## config.mk

```make
export PLATFORM = sky130hd
export DESIGN_NAME = bus_cycle_master
export DESIGN_NICKNAME = d
export VERILOG_FILES = /design/src/bus_cycle_pkg.sv /design/src/req_fifo.sv /design/src/bus_cycle_master.sv
export VERILOG_INCLUDE_DIRS = /design/src
export SDC_FILE = /design/constraint.sdc
export NUM_CORES = 1
export LEC_CHECK = 0
export BUFFER_PORTS_ARGS = -buffer_cell sky130_fd_sc_hd__buf_2
export CELL_PAD_IN_SITES_DETAIL_PLACEMENT = 1
export CELL_PAD_IN_SITES_GLOBAL_PLACEMENT = 2
export CORE_ASPECT_RATIO = 1.25
export CORE_UTILIZATION = 47
export CTS_CLUSTER_SIZE = 8
export DETAILED_ROUTE_END_ITERATION = 8
export HOLD_SLACK_MARGIN = 0.08
export PLACE_DENSITY_LB_ADDON = 0.1
export SLEW_MARGIN = 20
export SYNTH_ARGS = -nofsm -noshare
export SYNTH_HDL_FRONTEND = slang
export SYNTH_SLANG_ARGS = --single-unit
```

## constraint.sdc

```tcl
create_clock -name mclk -period 9.2 [get_ports mclk]
set_input_delay 0.46 -clock mclk [delete_from_list [all_inputs] [get_ports mclk]]
set_output_delay 0.46 -clock mclk [all_outputs]
set_load 0.005 [all_outputs]
```

## src/bus_cycle_regs.svh

```systemverilog
`ifndef BUS_CYCLE_REGS_SVH
`define BUS_CYCLE_REGS_SVH

// ----------------------------------------
// bus widths
// ----------------------------------------
`define ADDR_W       23
`define DATA_W       16
`define FC_W         3
`define BE_W         2
`define BE_UPPER     1
`define BE_LOWER     0

// ----------------------------------------
// levels and defaults
// ----------------------------------------
`define STROBE_ON    1'b0
`define STROBE_OFF   1'b1
`define DIR_READ     1'b1
`define DIR_WRITE    1'b0
`define FIFO_DEPTH   4
`define HALF_DIV     1
`define SYNC_STAGES  3
`endif

```

## src/bus_cycle_pkg.sv

```systemverilog
`include "bus_cycle_regs.svh"
package bus_cycle_pkg;
   // ----------------------------------------
   // carriers
   // ----------------------------------------
   typedef struct packed
   {
      logic               write;
      logic [`FC_W-1:0]   fc;
      logic [`ADDR_W-1:0] addr;
      logic [`DATA_W-1:0] data;
      logic [`BE_W-1:0]   byteEn;
   } req_t;

   typedef struct packed
   {
      logic               fault;
      logic [`DATA_W-1:0] data;
   } resp_t;

   typedef enum logic [3:0]
   {
      ST_IDLE, ST_S0, ST_S1, ST_S2, ST_S3, ST_S4, ST_SW, ST_S5, ST_S6, ST_S7
   } bus_state_t;
endpackage : bus_cycle_pkg

```

## src/req_fifo.sv

```systemverilog
`timescale 1ns/1ps
module req_fifo
#(
   parameter int WIDTH = 8,
   parameter int DEPTH = 4
)
(
   // clock and reset
   input  wire logic             mclk,
   input  wire logic             reset,
   // fill side
   input  wire logic             inValid,
   output logic                  inReady,
   input  wire logic [WIDTH-1:0] inData,
   // drain side
   output logic                  outValid,
   input  wire logic             outReady,
   output logic      [WIDTH-1:0] outData
);
   localparam int PW = (DEPTH > 1) ? $clog2(DEPTH) : 1;
   localparam int CW = $clog2(DEPTH + 1);

   generate
      if (WIDTH < 1 || DEPTH < 2 || (DEPTH & (DEPTH - 1)) != 0)
      begin : g_chk
         $error("req_fifo: DEPTH must be a power of two >= 2");
      end
   endgenerate

   logic [WIDTH-1:0] mem [DEPTH];
   logic [PW-1:0]    wrPtr_q, wrPtr_d, rdPtr_q, rdPtr_d;
   logic [CW-1:0]    count_q, count_d;
   logic             ready_q, ready_d;
   logic             push, pop;

   // ----------------------------------------
   // pointers and count
   // ----------------------------------------
   always_comb
   begin
      push    = inValid && ready_q;
      pop     = outReady && (count_q != '0);
      wrPtr_d = push ? PW'(wrPtr_q + 1'b1) : wrPtr_q;
      rdPtr_d = pop ? PW'(rdPtr_q + 1'b1) : rdPtr_q;
      count_d = count_q;
      if (push && !pop)
      begin
         count_d = CW'(count_q + 1'b1);
      end
      else if (pop && !push)
      begin
         count_d = CW'(count_q - 1'b1);
      end
      ready_d = (count_d != CW'(DEPTH));
   end

   always_ff @(posedge mclk or posedge reset)
   begin
      if (reset)
      begin
         wrPtr_q <= '0;
         rdPtr_q <= '0;
         count_q <= '0;
         ready_q <= 1'b1;
      end
      else
      begin
         wrPtr_q <= wrPtr_d;
         rdPtr_q <= rdPtr_d;
         count_q <= count_d;
         ready_q <= ready_d;
      end
   end

   always_ff @(posedge mclk)
   begin
      if (push)
      begin
         mem[wrPtr_q] <= inData;
      end
   end

   assign inReady  = ready_q;
   assign outValid = (count_q != '0);
   assign outData  = mem[rdPtr_q];
endmodule : req_fifo

```

## src/bus_cycle_master.sv

```systemverilog
`timescale 1ns/1ps
`include "bus_cycle_regs.svh"
module bus_cycle_master
#(
   parameter int FIFO_DEPTH = `FIFO_DEPTH,
   parameter int HALF_DIV   = `HALF_DIV
)
(
   // clock and reset
   input  wire logic                     mclk,
   input  wire logic                     reset,
   // request side
   input  wire logic                     reqValid,
   output logic                          reqReady,
   input  wire bus_cycle_pkg::req_t      reqData,
   // response side
   output logic                          respValid,
   output bus_cycle_pkg::resp_t          respData,
   // bus clock and control
   output logic                          busClk,
   output logic [`FC_W-1:0]              fc,
   output logic                          readWrite,
   output logic                          addr_strobe_n,
   output logic                          upper_byte_strobe_n,
   output logic                          lower_byte_strobe_n,
   output logic                          single_byte_strobe_n,
   // address bus
   output logic [`ADDR_W-1:0]            addrOut,
   output logic                          addrOe,
   // data bus
   input  wire logic [`DATA_W-1:0]       dataIn,
   output logic [`DATA_W-1:0]            dataOut,
   output logic                          dataOe,
   // slave answers
   input  wire logic                     transfer_ack_n,
   input  wire logic                     bus_fault_n
);
   localparam int DW = (HALF_DIV > 1) ? $clog2(HALF_DIV) : 1;

   generate
      if (HALF_DIV < 1)
      begin : g_chk
         $error("bus_cycle_master: HALF_DIV must be >= 1");
      end
   endgenerate

   // ----------------------------------------
   // request fifo
   // ----------------------------------------
   bus_cycle_pkg::req_t fifoData;
   logic                fifoValid;
   logic                fifoReady;
   logic                popReq;

   req_fifo
   #(
      .WIDTH ($bits(bus_cycle_pkg::req_t)),
      .DEPTH (FIFO_DEPTH)
   )
   u_fifo
   (
      .mclk     (mclk),
      .reset    (reset),
      .inValid  (reqValid),
      .inReady  (fifoReady),
      .inData   (reqData),
      .outValid (fifoValid),
      .outReady (popReq),
      .outData  (fifoData)
   );

   // ----------------------------------------
   // half-state divider
   // ----------------------------------------
   logic [DW-1:0] div_q, div_d;
   logic          tick;

   always_comb
   begin
      tick  = (div_q == DW'(HALF_DIV - 1));
      div_d = tick ? '0 : DW'(div_q + 1'b1);
   end

   always_ff @(posedge mclk or posedge reset)
   begin
      if (reset)
      begin
         div_q <= '0;
      end
      else
      begin
         div_q <= div_d;
      end
   end

   // ----------------------------------------
   // input synchronisers
   // ----------------------------------------
   logic [`SYNC_STAGES-1:0] ackSync_q, ackSync_d, faultSync_q, faultSync_d;
   logic                    ackSeen_q, ackSeen_d, faultSeen_q, faultSeen_d;

   always_comb
   begin
      ackSync_d   = {ackSync_q[`SYNC_STAGES-2:0], ~transfer_ack_n};
      faultSync_d = {faultSync_q[`SYNC_STAGES-2:0], ~bus_fault_n};
      ackSeen_d   = ackSeen_q;
      faultSeen_d = faultSeen_q;
      if (ackSync_q[`SYNC_STAGES-1] == ackSync_q[`SYNC_STAGES-2])
      begin
         ackSeen_d = ackSync_q[`SYNC_STAGES-1];
      end
      if (faultSync_q[`SYNC_STAGES-1] == faultSync_q[`SYNC_STAGES-2])
      begin
         faultSeen_d = faultSync_q[`SYNC_STAGES-1];
      end
   end

   always_ff @(posedge mclk or posedge reset)
   begin
      if (reset)
      begin
         ackSync_q   <= '0;
         faultSync_q <= '0;
         ackSeen_q   <= 1'b0;
         faultSeen_q <= 1'b0;
      end
      else
      begin
         ackSync_q   <= ackSync_d;
         faultSync_q <= faultSync_d;
         ackSeen_q   <= ackSeen_d;
         faultSeen_q <= faultSeen_d;
      end
   end

   // ----------------------------------------
   // bus state machine
   // ----------------------------------------
   bus_cycle_pkg::bus_state_t state_q, state_d;
   bus_cycle_pkg::req_t       cur_q, cur_d;
   bus_cycle_pkg::resp_t      resp_q, resp_d;
   logic                      respValid_q, respValid_d;
   logic                      busClk_q, busClk_d;
   logic [`FC_W-1:0]          fc_q, fc_d;
   logic                      rw_q, rw_d;
   logic                      as_q, as_d;
   logic                      uds_q, uds_d;
   logic                      lds_q, lds_d;
   logic                      ds_q, ds_d;
   logic [`ADDR_W-1:0]        addr_q, addr_d;
   logic                      addrOe_q, addrOe_d;
   logic [`DATA_W-1:0]        dout_q, dout_d;
   logic                      dataOe_q, dataOe_d;
   logic                      fault_q, fault_d;

   function automatic logic strobeFor(input logic en);
      strobeFor = en ? `STROBE_ON : `STROBE_OFF;
   endfunction : strobeFor

   always_comb
   begin
      state_d     = state_q;
      cur_d       = cur_q;
      resp_d      = resp_q;
      respValid_d = 1'b0;
      busClk_d    = busClk_q;
      fc_d        = fc_q;
      rw_d        = rw_q;
      as_d        = as_q;
      uds_d       = uds_q;
      lds_d       = lds_q;
      ds_d        = ds_q;
      addr_d      = addr_q;
      addrOe_d    = addrOe_q;
      dout_d      = dout_q;
      dataOe_d    = dataOe_q;
      fault_d     = fault_q;
      popReq      = 1'b0;
      if (tick)
      begin
         busClk_d = ~busClk_q;
         case (state_q)
            bus_cycle_pkg::ST_IDLE:
            begin
               if (!busClk_q && fifoValid)
               begin
                  state_d = bus_cycle_pkg::ST_S0;
                  popReq  = 1'b1;
                  cur_d   = fifoData;
                  fc_d    = fifoData.fc;
                  rw_d    = `DIR_READ;
                  fault_d = 1'b0;
               end
            end
            bus_cycle_pkg::ST_S0:
            begin
               state_d  = bus_cycle_pkg::ST_S1;
               addr_d   = cur_q.addr;
               addrOe_d = 1'b1;
            end
            bus_cycle_pkg::ST_S1:
            begin
               state_d = bus_cycle_pkg::ST_S2;
               as_d    = `STROBE_ON;
               if (cur_q.write)
               begin
                  rw_d = `DIR_WRITE;
               end
               else
               begin
                  uds_d = strobeFor(cur_q.byteEn[`BE_UPPER]);
                  lds_d = strobeFor(cur_q.byteEn[`BE_LOWER]);
                  ds_d  = strobeFor(|cur_q.byteEn);
               end
            end
            bus_cycle_pkg::ST_S2:
            begin
               state_d = bus_cycle_pkg::ST_S3;
               if (cur_q.write)
               begin
                  dataOe_d = 1'b1;
                  dout_d   = cur_q.data;
               end
            end
            bus_cycle_pkg::ST_S3:
            begin
               state_d = bus_cycle_pkg::ST_S4;
               if (cur_q.write)
               begin
                  uds_d = strobeFor(cur_q.byteEn[`BE_UPPER]);
                  lds_d = strobeFor(cur_q.byteEn[`BE_LOWER]);
                  ds_d  = strobeFor(|cur_q.byteEn);
               end
            end
            bus_cycle_pkg::ST_S4:
            begin
               if (ackSeen_q || faultSeen_q)
               begin
                  state_d = bus_cycle_pkg::ST_S5;
                  fault_d = faultSeen_q;
               end
               else
               begin
                  state_d = bus_cycle_pkg::ST_SW;
               end
            end
            bus_cycle_pkg::ST_SW:
            begin
               state_d = bus_cycle_pkg::ST_S4;
            end
            bus_cycle_pkg::ST_S5:
            begin
               state_d = bus_cycle_pkg::ST_S6;
            end
            bus_cycle_pkg::ST_S6:
            begin
               state_d = bus_cycle_pkg::ST_S7;
               as_d    = `STROBE_OFF;
               uds_d   = `STROBE_OFF;
               lds_d   = `STROBE_OFF;
               ds_d    = `STROBE_OFF;
               fault_d = fault_q || faultSeen_q;
               if (!cur_q.write)
               begin
                  resp_d.data = dataIn;
               end
            end
            bus_cycle_pkg::ST_S7:
            begin
               addrOe_d     = 1'b0;
               dataOe_d     = 1'b0;
               rw_d         = `DIR_READ;
               respValid_d  = 1'b1;
               resp_d.fault = fault_q;
               state_d      = bus_cycle_pkg::ST_IDLE;
               if (fifoValid)
               begin
                  state_d = bus_cycle_pkg::ST_S0;
                  popReq  = 1'b1;
                  cur_d   = fifoData;
                  fc_d    = fifoData.fc;
                  fault_d = 1'b0;
               end
            end
            default:
            begin
               state_d = bus_cycle_pkg::ST_IDLE;
            end
         endcase
      end
   end

   always_ff @(posedge mclk or posedge reset)
   begin
      if (reset)
      begin
         state_q     <= bus_cycle_pkg::ST_IDLE;
         cur_q       <= '0;
         resp_q      <= '0;
         respValid_q <= 1'b0;
         busClk_q    <= 1'b0;
         fc_q        <= '0;
         rw_q        <= `DIR_READ;
         as_q        <= `STROBE_OFF;
         uds_q       <= `STROBE_OFF;
         lds_q       <= `STROBE_OFF;
         ds_q        <= `STROBE_OFF;
         addr_q      <= '0;
         addrOe_q    <= 1'b0;
         dout_q      <= '0;
         dataOe_q    <= 1'b0;
         fault_q     <= 1'b0;
      end
      else
      begin
         state_q     <= state_d;
         cur_q       <= cur_d;
         resp_q      <= resp_d;
         respValid_q <= respValid_d;
         busClk_q    <= busClk_d;
         fc_q        <= fc_d;
         rw_q        <= rw_d;
         as_q        <= as_d;
         uds_q       <= uds_d;
         lds_q       <= lds_d;
         ds_q        <= ds_d;
         addr_q      <= addr_d;
         addrOe_q    <= addrOe_d;
         dout_q      <= dout_d;
         dataOe_q    <= dataOe_d;
         fault_q     <= fault_d;
      end
   end

   // ----------------------------------------
   // outputs
   // ----------------------------------------
   assign reqReady             = fifoReady;
   assign respValid            = respValid_q;
   assign respData             = resp_q;
   assign busClk               = busClk_q;
   assign fc                   = fc_q;
   assign readWrite            = rw_q;
   assign addr_strobe_n        = as_q;
   assign upper_byte_strobe_n  = uds_q;
   assign lower_byte_strobe_n  = lds_q;
   assign single_byte_strobe_n = ds_q;
   assign addrOut              = addr_q;
   assign addrOe               = addrOe_q;
   assign dataOut              = dout_q;
   assign dataOe               = dataOe_q;
endmodule : bus_cycle_master

```

======== Word level (Yosys, flattened, before mapping) ========
Memories as Yosys holds them, arrays and structs flattened.
Index checks and enable logic that the tools add are counted.
operators by class
  equality and inequality tests ........... 19
  add/sub/neg operators ................... 5
  multiplexer cells ....................... 44
  bitwise logic cells ..................... 5
  reduce and logical (&&, ||, !) cells .... 33
operator list
  operator                                              number
  2-to-1 mux 45 bit                                     2
  case mux 45 bit (2 select lines)                      1
  case mux 4 bit (9 select lines)                       1
  2-to-1 mux 1 bit                                      25
  equality test 4 x 3 -> 1 bit (second input constant)  4
  != test 2 bit (second input constant)                 7
  2-to-1 mux 3 bit                                      4
  case mux 1 bit (3 select lines)                       4
  AND reduction 4 bit                                   3
  AND reduction 2 bit                                   5
  AND reduction 3 bit                                   3
  nonzero test 3 bit                                    3
  equality test 4 x 2 -> 1 bit (second input constant)  2
  equality test 4 bit (second input constant)           2
  case mux 1 bit (2 select lines)                       4
  nonzero test 2 bit                                    4
  case mux 3 bit (2 select lines)                       1
  logical AND 1 bit                                     5
  NOT 1 bit                                             5
  AND reduction 5 bit                                   1
  adder 2 x 1 -> 2 bit (second input constant)          2
  equality test 4 x 1 -> 1 bit (second input constant)  1
  zero test 4 bit                                       1
  2-to-1 mux 4 bit                                      1
  10 further kinds                                      15
word-level totals
  register bits after elaboration ......... 132
  memory bits (writable) .................. 180
  input bits .............................. 66
  logic and storage cells ................. 136
  memories ................................ 1
memories
  name        depth  width  read ports  clocked after memory_dff  wr ports  RTL line        RTL
  u_fifo.mem  4      45     1           0                         1         req_fifo.sv:30  logic [WIDTH-1:0] mem [DEPTH];

======== Longest topological paths before layout ========
Gate-level depths: netlist of the first run.
  depth in word-level cells ............... 10
  depth in mapped cells ................... 9

======== Hierarchy ========
From an unflattened synthesis of the first run, not the netlist that was laid out.
second synthesis, totals
  cell total of the unflattened synthesis .. 596
  area, all modules ....................... 11830.1 um2
modules (own cells, without submodules)
  module            cells an instance  area an instance (um2)  times used
  req_fifo          285                7043.0                  1
  bus_cycle_master  311                4787.1                  1

======== Worst setup path after synthesis of the first run ========
OpenSTA, ideal clock, no wires.
  path kind ............................... register -> register
  from .................................... register u_fifo.wrPtr_q[0]
  to ...................................... memory u_fifo.mem[0][0] (netlist bit) (enable)
  period minus slack after synthesis ...... 2.158 ns
  arrival time ............................ 1.751 ns
  path buffers ............................ 0
  path slack .............................. 7.042 ns
  cell stages (with the launch flop) ...... 4
  path through ............................ dfrtp_1 > inv_1 > ha_1 > and3_1
RTL lines
  element                   RTL line        RTL
  start: declaration        req_fifo.sv:31  logic [PW-1:0] wrPtr_q, wrPtr_d, rdPtr_q, rdPtr_d;
  start signal: assignment  req_fifo.sv:68  wrPtr_q <= wrPtr_d;
  end: declaration          req_fifo.sv:30
Straight into the memory's write port.

======== Worst setup path in the final report of the first run ========
  from .................................... register state_q[1]
  to ...................................... register fc_q[0] (netlist: fc[0])
on the way
  word-level cells in the longest chain between the ends .. 3
RTL lines
  element                                                        RTL line                 RTL
  start: declaration                                             bus_cycle_master.sv:139  bus_cycle_pkg::bus_state_t state_q, state_d;
  start signal: assignment                                       bus_cycle_master.sv:297  state_q <= bus_cycle_pkg::ST_IDLE;
  start signal: assignment                                       bus_cycle_master.sv:316  state_q <= state_d;
  equality test 4 bit or zero test 4 bit (tied branches)         bus_cycle_master.sv:182  case (state_q)
  != test 2 bit (no line) or nonzero test 2 bit (tied branches)  n/a
  AND reduction 4 bit (no line)                                  n/a
  end signal: assignment                                         bus_cycle_master.sv:302  fc_q <= '0;
  end signal: assignment                                         bus_cycle_master.sv:321  fc_q <= fc_d;
  end: declaration                                               bus_cycle_master.sv:144  logic [`FC_W-1:0] fc_q, fc_d;
Parallel ways exist; a longest one is shown, timed or not.
A chain may end at the register's enable or synchronous reset.

==> summary.md, run 1 <==
| Metric | Value |
|---|---|
| Max Clock Skew | `0.0148 ns` |
| Largest family of logic cells by synthesized area | `multiplexers` |
| Cell area after layout | `14100 sq um` |
| Routed WL | `23.5 mm` |
| Compound-Gate Fraction of Synth Area | `0.0144` |
| Cell count after synthesis | `596` |
| Final HPWL DP | `14.1 mm` |
| Period utilization | `0.295` |
| Final WS setup | `6.49 ns` |
| CTS resizes | `0` |
| Cts hold-fix bufs | `3` |
| Vias/cell | `5.26` |
| Synth cell types | `47` |
| Post-DRT Antenna Nets | `0` |
| Die Y | `178 um` |
| Fin. Hold Viols | `0` |
| 1st-iter DRT viols | `273` |
| Ant diodes | `0` |
| Die area | `25500 sq um` |
| Max Buffers Root-to-Sink | `3` |
| Required @ worst endpoint | `9.60 ns` |
| Setup tns final | `0 ns` |
| Multiplexer area fraction after synthesis | `0.188` |
| DRC Markers | `0` |
| # rows | `64` |
| Nets@finish | `837` |
| Post-CTS Setup Inserts | `0` |
| Cts bufs inserted | `44` |
| Crit path launch type | `flop` |
| CTS tree | `yes` |
| Worst slack at placement | `6.45 ns` |
| RSZ-0062 raised after global routing | `false` |
| Fill cells | `2253` |
| # clock sinks | `311` |
| IO Pins | `135` |
| FFs w/ async S/R, synth | `0.421` |
| Crit Reg-Reg Startpoint | `state_q[1]` |
| Ys flop type | `edfxtp_1` |
| Crit Path Class | `flop to flop` |
| Leakage | `5.49 nW` |
| Port bufs | `134` |
| First-pass GRT wire length | `36.6 mm` |
| Placed Area | `12700 sq um` |
| Synthesis-to-layout area growth | `20.5%` |
| Largest net degree at the start of global routing | `73` |
| Post-synth EDFFs | `180` |
| Seq cells post-synth | `311` |
| Maximum VDD drop | `0.000234 V` |
| Pins over their slew limit | `0` |
| Reg2reg end | `fc[0]` |
| R2R Setup Slk | `6.49 ns` |
| Most common cell after layout, fill and taps aside | `edfxtp_1` |
| Crit Path Max Fanout | `48` |
| Core area | `24500 sq um` |
| Vias in the first global route | `6619` |
| Commonest cells after routing, fill and taps aside | `edfxtp_1 (180), buf_2 (134), dfrtp_1 (123), mux2_2 (59)` |
| Synthesized area per cell | `19.6 sq um` |
| Worst r2r path cells | `5` |
| Xor-xnor portion of the synthesized cell area | `0.00374` |
| Gpl congestion | `0.733` |
| Fin util | `0.576` |
| Syn nets | `669` |
| P per Cell Area | `346 nW/um^2` |
| Hold path start | `reqData[41]` |
| Simple-Gate Fraction of Synth Area | `0.0269` |
| Finish-stage setup viols | `0` |
| Vias | `5937` |
| Max frequency | `369 MHz` |
| Cells on Worst Hold Path | `1` |
| CP endpoint kind | `flop` |
| Synth Area in Adders | `0.00919` |
| Layout cell share with drive strength beyond 1 | `0.396` |
| Starting Density | `0.478` |
| Worst endpoint data arrival time | `3.12 ns` |
| Fin Hold WS | `0.144 ns` |
| Post-layout minimum cycle time | `2.71 ns` |
| Die Wd | `143 um` |
| Drt first pass iters | `4` |
| Worst-Skew Late Latency | `0.53 ns` |
| Status | `finished, final reports clean` |
| Synth Cell Area | `11700 sq um` |
| Routed length per instance | `20.8 um` |
| Max_slew headroom | `0.454` |
| Max-Cap Viols | `0` |
| Root Buffer | `clkbuf_16` |
| Worst hold path class | `input port to flop` |
| Worst Tran Pin Value | `0.818 ns` |
| Total track usage | `0.192` |
| GRT overflow | `0` |
| Part of the Yosys area used for sequential elements | `0.742` |
| H-tree Lvls | `2` |
| Clock Pin Slew Worst Setup and Hold Paths | `0.05 ns` |
| WHS Endpoint | `u_fifo.mem[3][41]` |
| YS warnings | `0` |
| Antenna violations before repair | `1` |
## cell families after synthesis
group                    Yosys count
multiplexers                     151
XOR/XNOR                           5
flip-flops                       311
AND/OR/NAND/NOR                   56
adder cells (fa/ha/maj)            9
buffers and inverters             36
AO/OA/AOI/OAI                     28
## worst max path at each step
| stage | cells after the start | slack (ns) | to | startpoint |
|---|---|---|---|---|
| floorplan | 1 | 5.25 | ackSeen_q | reset |
| global placement | 5 | 6.55 | cur_q[7] | state_q[1] |
| detailed placement | 5 | 6.45 | cur_q[23] | state_q[1] |
| CTS | 5 | 6.45 | fc[0] | state_q[1] |
| global route | 5 | 6.27 | cur_q[11] | state_q[3] |
| finish | 5 | 6.49 | fc[0] | state_q[1] |
## critical path, cell delays in order, from the launching register on
cell and delay [ns]:
dfrtp_1 0.55, or4_4 0.62, nor3_4 0.22, or2_2 0.15
buf_4 0.61, mux2_1 0.40
## Yosys cell counts, types with 2 or more instances
cell type,number,area (sq um)
mux2_2,59,664
and3_1,4,25.0
a211oi_1,2,15.0
o31ai_1,2,15.0
nand3_1,4,20.0
inv_1,10,37.5
nor3_1,2,10.0
edfxtp_1,180,5410
nand2b_1,3,18.8
o22ai_1,2,12.5
or2_2,2,12.5
maj3_1,2,20.0
and2_1,2,12.5
dfrtp_1,125,3130
dfstp_2,6,158
nand2_1,12,45.0
a21oi_1,6,30.0
ha_1,7,87.6
o21ai_1,2,10.0
nor2b_1,3,18.8
clkbuf_1,12,45.0
xnor2_1,4,35.0
o21ai_0,9,45.0
buf_2,6,30.0
mux2i_1,2,20.0
buf_4,3,22.5
nor2_1,12,45.0
buf_6,3,33.8
mux2_1,45,507
mux4_2,45,1010
or3_1,3,18.8
buf_1,2,7.51
## power by group
group	switching, mW	internal (mW)
sequential	0.257	1.96
combinational	0.550	0.639
clock	0.567	0.915
## sequential cells by signal, summed over array words and instances (netlist names), 2 cells and up
name and flops:
faultSync_q 3, state_q 4, u_fifo.count_q 3, u_fifo.mem 180, dataOut 16, u_fifo.wrPtr_q 2
addrOut 23, ackSync_q 3, fc 3, u_fifo.rdPtr_q 2, cur_q 42, respData 17
## layer usage
layer / up-vias / share of wire / GRT usage
li1: 2631 / - / -
met1: 3107 / 0.41 / 0.234
met2: 156 / 0.52 / 0.343
met3: 41 / 0.051 / 0.0397
met4: 2 / 0.018 / 0.0578
met5: - / 0.00055 / 0
## final cells by class
class	count	area, sq um	area share
clock buffers	78	1250	0.0886
clock inverters	2	46.3	0.00328
inverters	10	42.5	0.00302
multi-input cells	249	2860	0.202
flip-flops and latches	311	8700	0.616
well taps	330	413	0.0293
repair buffers	148	803	0.0569
## stage by stage
stage | instances | total power [mW]
2_1_floorplan | 596 | 2.97
3_3_place_gp | 1043 | 3.36
3_5_place_dp | 1043 | 3.44
4_1_cts | 1126 | 4.95
5_1_grt | 1128 | 5.16
6_report | 1128 | 4.88
No activity file was read; power rests on OpenSTA's default activity.
==> inputs of run 2 (changes only) <==
CORE_UTILIZATION = 40   (was 47)
clock period = 2.2 ns   (was 9.2 ns; I/O delays follow)
==> run 2 against run 1 <==
  * Non-clock buffer count increased by 79
  * Via count up 5.3%
  * Critical endpoint is now u_fifo.count_q[1]
  * Fmax rose by 30%
  * Highest routed layer is now met4
  * Clock skew grew 0.0013 ns
==> summary.md, run 2 (synthesis results as in run 1) <==
| Metric | Value |
|---|---|
| Status | `finished, final reports clean` |
| Worst Tran Pin Value | `0.738 ns (-0.0807 ns)` |
| First-pass GRT wire length | `40.4 mm (+10%)` |
| Crit Path Max Fanout | `19 (-60%)` |
| IO Pins | `135 (unchanged)` |
| Worst hold path class | `input port to flop` |
| Max_slew headroom | `0.507 (+0.0528)` |
| CTS tree | `yes` |
| Fill cells | `2653 (+18%)` |
| Cts bufs inserted | `44 (unchanged)` |
| Worst-Skew Late Latency | `0.53 ns (about the same)` |
| Post-DRT Antenna Nets | `0 (unchanged)` |
| Maximum VDD drop | `0.000805 V (+240%)` |
| Register Area | `8700 sq um (unchanged)` |
| Pins over their slew limit | `0 (unchanged)` |
| Leakage | `5.84 nW (+6.4%)` |
| Crit Reg-Reg Startpoint | `u_fifo.count_q[1]` |
| Reg2reg end | `u_fifo.count_q[1]` |
| Largest net degree at the start of global routing | `37 (-49%)` |
| H-tree Lvls | `2 (unchanged)` |
| # clock sinks | `311 (unchanged)` |
| Starting Density | `0.410 (-0.0681)` |
| Antenna violations before repair | `0 (-1)` |
| Top reg by flops | `u_fifo.mem` |
| Fin. Hold Viols | `0 (unchanged)` |
| Placed Area | `13100 sq um (+2.4%)` |
| Core area | `28600 sq um (+17%)` |
| Final HPWL DP | `15.4 mm (+8.6%)` |
| R2R Setup Slk | `0.11 ns (-6.38 ns)` |
| WHS Endpoint | `u_fifo.count_q[1]` |
| Max reg flops | `180 (unchanged)` |
| DRC Markers | `0 (unchanged)` |
| Setup tns final | `0 ns (unchanged)` |
| Worst r2r path cells | `8 (+3)` |
| Clock Power Share | `0.297 (-0.006)` |
| Commonest cells after routing, fill and taps aside | `edfxtp_1 (180), buf_2 (134), dfrtp_1 (123), dlygate4sd3_1 (64), mux2_2 (59)` |
| Routed length per instance | `19.9 um (-4.2%)` |
| Die Y | `193 um (+8.3%)` |
| Total track usage | `0.177 (-0.0155)` |
| Required @ worst endpoint | `2.63 ns (-6.97 ns)` |
| Hold path start | `reqValid` |
| CP endpoint kind | `flop` |
| Crit Path Class | `flop to flop` |
| 1st-iter DRT viols | `148 (-46%)` |
| Gpl congestion | `0.724 (-1.3%)` |
| Post-layout minimum cycle time | `2.09 ns (-0.622 ns)` |
| Footprint of the multi-input gates | `2860 sq um (about the same)` |
| Ant diodes | `0 (unchanged)` |
| Max Clock Skew | `0.0161 ns (+0.00128 ns)` |
| Switching Share | `0.282 (+0.000667)` |
| Max Buffers Root-to-Sink | `3 (unchanged)` |
| Finish-stage setup viols | `0 (unchanged)` |
| Final WS setup | `0.109 ns (-6.38 ns)` |
| Cell area after layout | `15000 sq um (+6.1%)` |
| RSZ-0062 raised after global routing | `false` |
| Post-CTS Setup Inserts | `0 (unchanged)` |
| Period utilization | `0.950 (+0.655)` |
| Routed WL | `25.3 mm (+7.7%)` |
| Clock Pin Slew Worst Setup and Hold Paths | `0.05 ns (about the same)` |
| Combinational fraction of design power | `0.266 (+0.023)` |
| Vias/cell | `4.93 (-6.4%)` |
| Worst slack at placement | `0.0539 ns (-6.40 ns)` |
| Vias | `6250 (+5.3%)` |
| Net Switching | `5.85 mW (+330%)` |
| Vias in the first global route | `7128 (+7.7%)` |
| Pint | `14.9 mW (+320%)` |
| Max-Cap Viols | `0 (unchanged)` |
| Layout cell share with drive strength beyond 1 | `0.382 (-0.0144)` |
| Nets@finish | `916 (+9.4%)` |
| GRT overflow | `0 (unchanged)` |
| Crit path launch type | `flop` |
| Port bufs | `134 (unchanged)` |
| Die area | `30000 sq um (+17%)` |
| Cells on Worst Hold Path | `4 (+3)` |
| Drt first pass iters | `4 (unchanged)` |
| Synthesis-to-layout area growth | `27.9%` |
| Die Wd | `155 um (+8.3%)` |
| Root Buffer | `clkbuf_16` |
| Worst endpoint data arrival time | `2.52 ns (-0.60 ns)` |
| Most common cell after layout, fill and taps aside | `edfxtp_1` |
| Sequential power share | `0.437 (-0.016)` |
| Max frequency | `478 MHz (+30%)` |
| P per Cell Area | `1390 nW/um^2 (+300%)` |
| # rows | `69 (+7.8%)` |
run 2: cell count changes in the layout (fill, tap and decap cells not counted), sizes merged:
| cell | previous run | this run |
|---|---|---|
| buf | 145 | 163 |
| clkbuf | 78 | 79 |
| clkinv | 2 | 0 |
| clkinvlp | 0 | 1 |
| dlygate4sd3 | 3 | 64 |
| inv | 10 | 11 |
run 2: repair_timing:
| action | CTS | global route |
|---|---|---|
| hold buffers | 64 | 0 |
| endpoints found under the hold margin | 221 | 0 |
| resized for setup | 0 | 2 |
| endpoints found under the setup margin | 0 | 13 |
run 2: worst max path at each step:
stage / start / endpoint / depth (start not counted)
after floorplan: u_fifo.wrPtr_q[0] / u_fifo.mem[0][0] / 3
after global placement: u_fifo.count_q[0] / u_fifo.count_q[1] / 8
after detailed placement: u_fifo.count_q[0] / u_fifo.count_q[1] / 8
after CTS: u_fifo.count_q[0] / u_fifo.count_q[1] / 8
after global routing: u_fifo.count_q[1] / u_fifo.count_q[1] / 8
final: u_fifo.count_q[1] / u_fifo.count_q[1] / 8
run 2: final cells by class:
class / instances / share of cell area
Multi-Input combinational cell: 249 / 0.191
Timing Repair Buffer: 227 / 0.108
Clock inverter: 2 / 0.00117
Clock buffer: 79 / 0.0838
Inverter: 10 / 0.00276
Sequential cell: 311 / 0.581
Tap cell: 390 / 0.0326
run 2: power groups by stage:
stage	combinational [mW]	clock (mW)	sequential [mW]
after CTS	5.70	6.36	9.10
final	5.52	6.17	9.06
after global placement	5.37	0	9.05
after floorplan	3.53	0	8.90
after global routing	6.09	6.57	9.27
after detailed placement	5.56	0	9.17
run 2: per-stage QoR:
step | instances | util | hold slack [ns] | power, mW
after detailed placement | 1123 | 0.457 | 0.258 | 14.7
after global routing | 1268 | 0.524 | 0.165 | 21.9
after floorplan | 596 | - | 0.169 | 12.4
after global placement | 1123 | 0.457 | 0.257 | 14.4
after CTS | 1268 | 0.524 | 0.103 | 21.1
final | 1268 | 0.524 | 0.128 | 20.8
run 2: worst max-delay path: stages, from the launching register on:
cell and delay (ns):
dfrtp_1 0.42, inv_1 0.11, ha_1 0.17, and2b_2 0.21, nor2_1 0.07, or2_2 0.36, buf_12 0.18, or3_1 0.35
o211a_1 0.11
run 2: layer usage:
layer / track usage / wire length, um / up-vias
met5: 0 / 0 / -
met4: 0.0579 / 509 / 0
met3: 0.0390 / 1150 / 40
met2: 0.309 / 13100 / 149
met1: 0.217 / 10500 / 3262
li1: - / - / 2799
==> inputs of run 3 (changes only) <==
CELL_PAD_IN_SITES_DETAIL_PLACEMENT = default   (was 1)
CELL_PAD_IN_SITES_GLOBAL_PLACEMENT = default   (was 2)
CORE_MARGIN = 5   (was default)
CORE_UTILIZATION = 50   (was 40)
PLACE_DENSITY = 0.73   (was default)
PLACE_DENSITY_LB_ADDON = default   (was 0.1)
==> run 3 against run 2 <==
  * Non-clock buffer count down 3
  * Cell count decreased by 8.4%
  * Critical endpoint unchanged
  * Clock skew hardly changed
  * Sequential power grew 0.8%
  * Largest power group unchanged
  * First-iteration DRC count grew 110%
  * Via count shrank 2.3%
  * Fmax is 0.42% higher
  * Register-to-register slack about the same
==> summary.md, run 3 (synthesis results as in run 1) <==
| Metric | Value |
|---|---|
| Routed WL | `22.6 mm (-11%)` |
| Max-Cap Viols | `0 (unchanged)` |
| Fin Hold WS | `0.169 ns (+0.0410 ns)` |
| Worst setup path startpoint | `u_fifo.count_q[0]` |
| CP endpoint kind | `flop` |
| Post-DRT Antenna Nets | `0 (unchanged)` |
| Max_slew headroom | `0.595 (+0.0882)` |
| Vias in the first global route | `6830 (-4.2%)` |
| Crit Reg-Reg Startpoint | `u_fifo.count_q[0]` |
| Crit path launch type | `flop` |
| Placed Area | `12900 sq um (-0.86%)` |
| Setup tns final | `0 ns (unchanged)` |
| Commonest cells after routing, fill and taps aside | `edfxtp_1 (180), buf_2 (134), dfrtp_1 (123), dlygate4sd3_1 (64), mux2_2 (59)` |
| Status | `finished, final reports clean` |
| CTS tree | `yes` |
| DRC Markers | `0 (unchanged)` |
| Cts bufs inserted | `44 (unchanged)` |
| Die area | `26600 sq um (-11%)` |
| R2R Setup Slk | `0.12 ns (about the same)` |
| Inst Count DP | `1018 (-9.3%)` |
| Drt first pass iters | `4 (unchanged)` |
| Top reg by flops | `u_fifo.mem` |
| Core area | `23000 sq um (-19%)` |
| Reg2reg end | `u_fifo.count_q[1]` |
| Worst setup path endpoint | `u_fifo.count_q[1]` |
| Leakage | `5.82 nW (-0.34%)` |
| Largest net degree at the start of global routing | `106 (+190%)` |
| Post-layout minimum cycle time | `2.08 ns (-0.00873 ns)` |
| Fin. Hold Viols | `0 (unchanged)` |
| RSZ-0062 raised after global routing | `false` |
| Crit Path Class | `flop to flop` |
| First-pass GRT wire length | `36.9 mm (-8.7%)` |
| Max Clock Skew | `0.0161 ns (-0.0000281 ns)` |
| Clock Pin Slew Worst Setup and Hold Paths | `0.05 ns (about the same)` |
| Max Buffers Root-to-Sink | `3 (unchanged)` |
| Required @ worst endpoint | `2.61 ns (-0.02 ns)` |
| H-tree Lvls | `2 (unchanged)` |
| Pins over their slew limit | `0 (unchanged)` |
| 1st-iter DRT viols | `313 (+110%)` |
| GRT overflow | `0 (unchanged)` |
| Total track usage | `0.176 (-0.000745)` |
| # clock sinks | `311 (unchanged)` |
| # rows | `62 (-10%)` |
| Antenna violations before repair | `1 (+1)` |
| Routed length per instance | `19.4 um (-2.4%)` |
| Gpl congestion | `0.786 (+8.6%)` |
| Vias/cell | `5.26 (+6.7%)` |
| Layout cell share with drive strength beyond 1 | `0.380 (-0.00196)` |
| Worst endpoint data arrival time | `2.49 ns (-0.03 ns)` |
| Max frequency | `480 MHz (+0.42%)` |
| P per Cell Area | `1380 nW/um^2 (-0.41%)` |
| Maximum VDD drop | `0.000596 V (-26%)` |
| Finish-stage setup viols | `0 (unchanged)` |
| Period utilization | `0.946 (-0.00397)` |
| Worst hold path class | `input port to flop` |
| Crit Path Max Fanout | `30 (+11)` |
| Vias | `6104 (-2.3%)` |
| Post-CTS Setup Inserts | `0 (unchanged)` |
| Worst-Skew Late Latency | `0.52 ns (about the same)` |
| Worst path slowest cell | `dfrtp_1` |
| Die Y | `181 um (-6.3%)` |
| Root Buffer | `clkbuf_16` |
| Cell area after layout | `14800 sq um (-0.90%)` |
| Synthesis-to-layout area growth | `26.7%` |
| Max reg flops | `180 (unchanged)` |
| Worst r2r path cells | `8 (unchanged)` |
| Most common cell after layout, fill and taps aside | `edfxtp_1` |
| Fin cells | `1161 (-8.4%)` |
| IO Pins | `135 (unchanged)` |
| Starting Density | `0.508 (+0.0985)` |
| Max incr delay on CP | `0.43 ns (about the same)` |
| Port bufs | `134 (unchanged)` |
| Final HPWL DP | `13.5 mm (-12%)` |
| Worst Tran Pin Value | `0.607 ns (-0.131 ns)` |
| Cells along the critical path | `inv_2 -> ha_1 -> and2b_2 -> nor2_1 -> or2_2 -> buf_12 -> or3_1 -> o211a_1` |
| Nets@finish | `913 (-0.33%)` |
| Die Wd | `147 um (-5.3%)` |
## run 3: cell types whose count changed in the layout (fill, tap and decap cells not counted)
cell	before	now
buf_4	22	16
buf_12	7	10
clkbuf_1	34	32
clkbuf_16	45	44
clkinv_8	0	1
diode_2	0	1
inv_6	2	1
## run 3: metrics by stage
step                utilization  setup slack [ns]  total power, mW
detailed placement        0.562            0.0301             14.6
floorplan                     -            0.0415             12.4
global placement          0.562            0.0887             14.3
CTS                       0.644            0.0212             20.8
finish                    0.644             0.118             20.5
global route              0.644           0.00338             21.7
## run 3: cell type report
| type | instances | area, sq um |
|---|---|---|
| antenna | 1 | 2.50 |
| clock buffer | 76 | 1220 |
| clock inverter | 2 | 25.0 |
| fill | 1509 | 8210 |
| inverter | 10 | 41.3 |
| multi-input combinational | 249 | 2860 |
| sequential | 311 | 8700 |
| tap | 288 | 360 |
| timing repair buffer | 224 | 1630 |
## run 3: per-layer routing
layer  routed length [um]  part of all wire  up-vias  track usage
met5                    0                 0        -            0
met4                  497             0.022        0       0.0584
met3                 1280             0.057       43       0.0373
met2                12000              0.53      162        0.316
met1                 8770              0.39     3115        0.212
li1                     -                 -     2784            -
## run 3: worst min path at each step
stage                   startpoint           endpoint  cells past startpoint
finish                    reqValid  u_fifo.count_q[1]                      4
detailed placement           reset        addrOut[15]                      3
floorplan           transfer_ack_n       ackSync_q[0]                      1
CTS                       reqValid  u_fifo.count_q[1]                      4
global placement             reset        addrOut[15]                      3
global route              reqValid  u_fifo.count_q[1]                      4
## run 3: critical path: cells and delay by family, from the launching register on
kind,cells,cell delay (ns)
buffers and inverters,2,0.31
AOI/OAI and AO/OA,1,0.12
DFF,1,0.43
and+or+nand+nor,4,0.96
adders and majority gates,1,0.14
## run 3: where the power goes
| group | switching (mW) | internal (mW) |
|---|---|---|
| Clock | 2.27 | 3.72 |
| Combinational | 2.40 | 2.96 |
| Sequential | 0.948 | 8.18 |
| Total | 5.62 | 14.9 |
## run 3: repair_timing
action	in CTS	in global routing
endpoints found under the setup margin	0	2
hold endpoints to repair	323	0
resized for setup	0	2
hold buffers	64	0
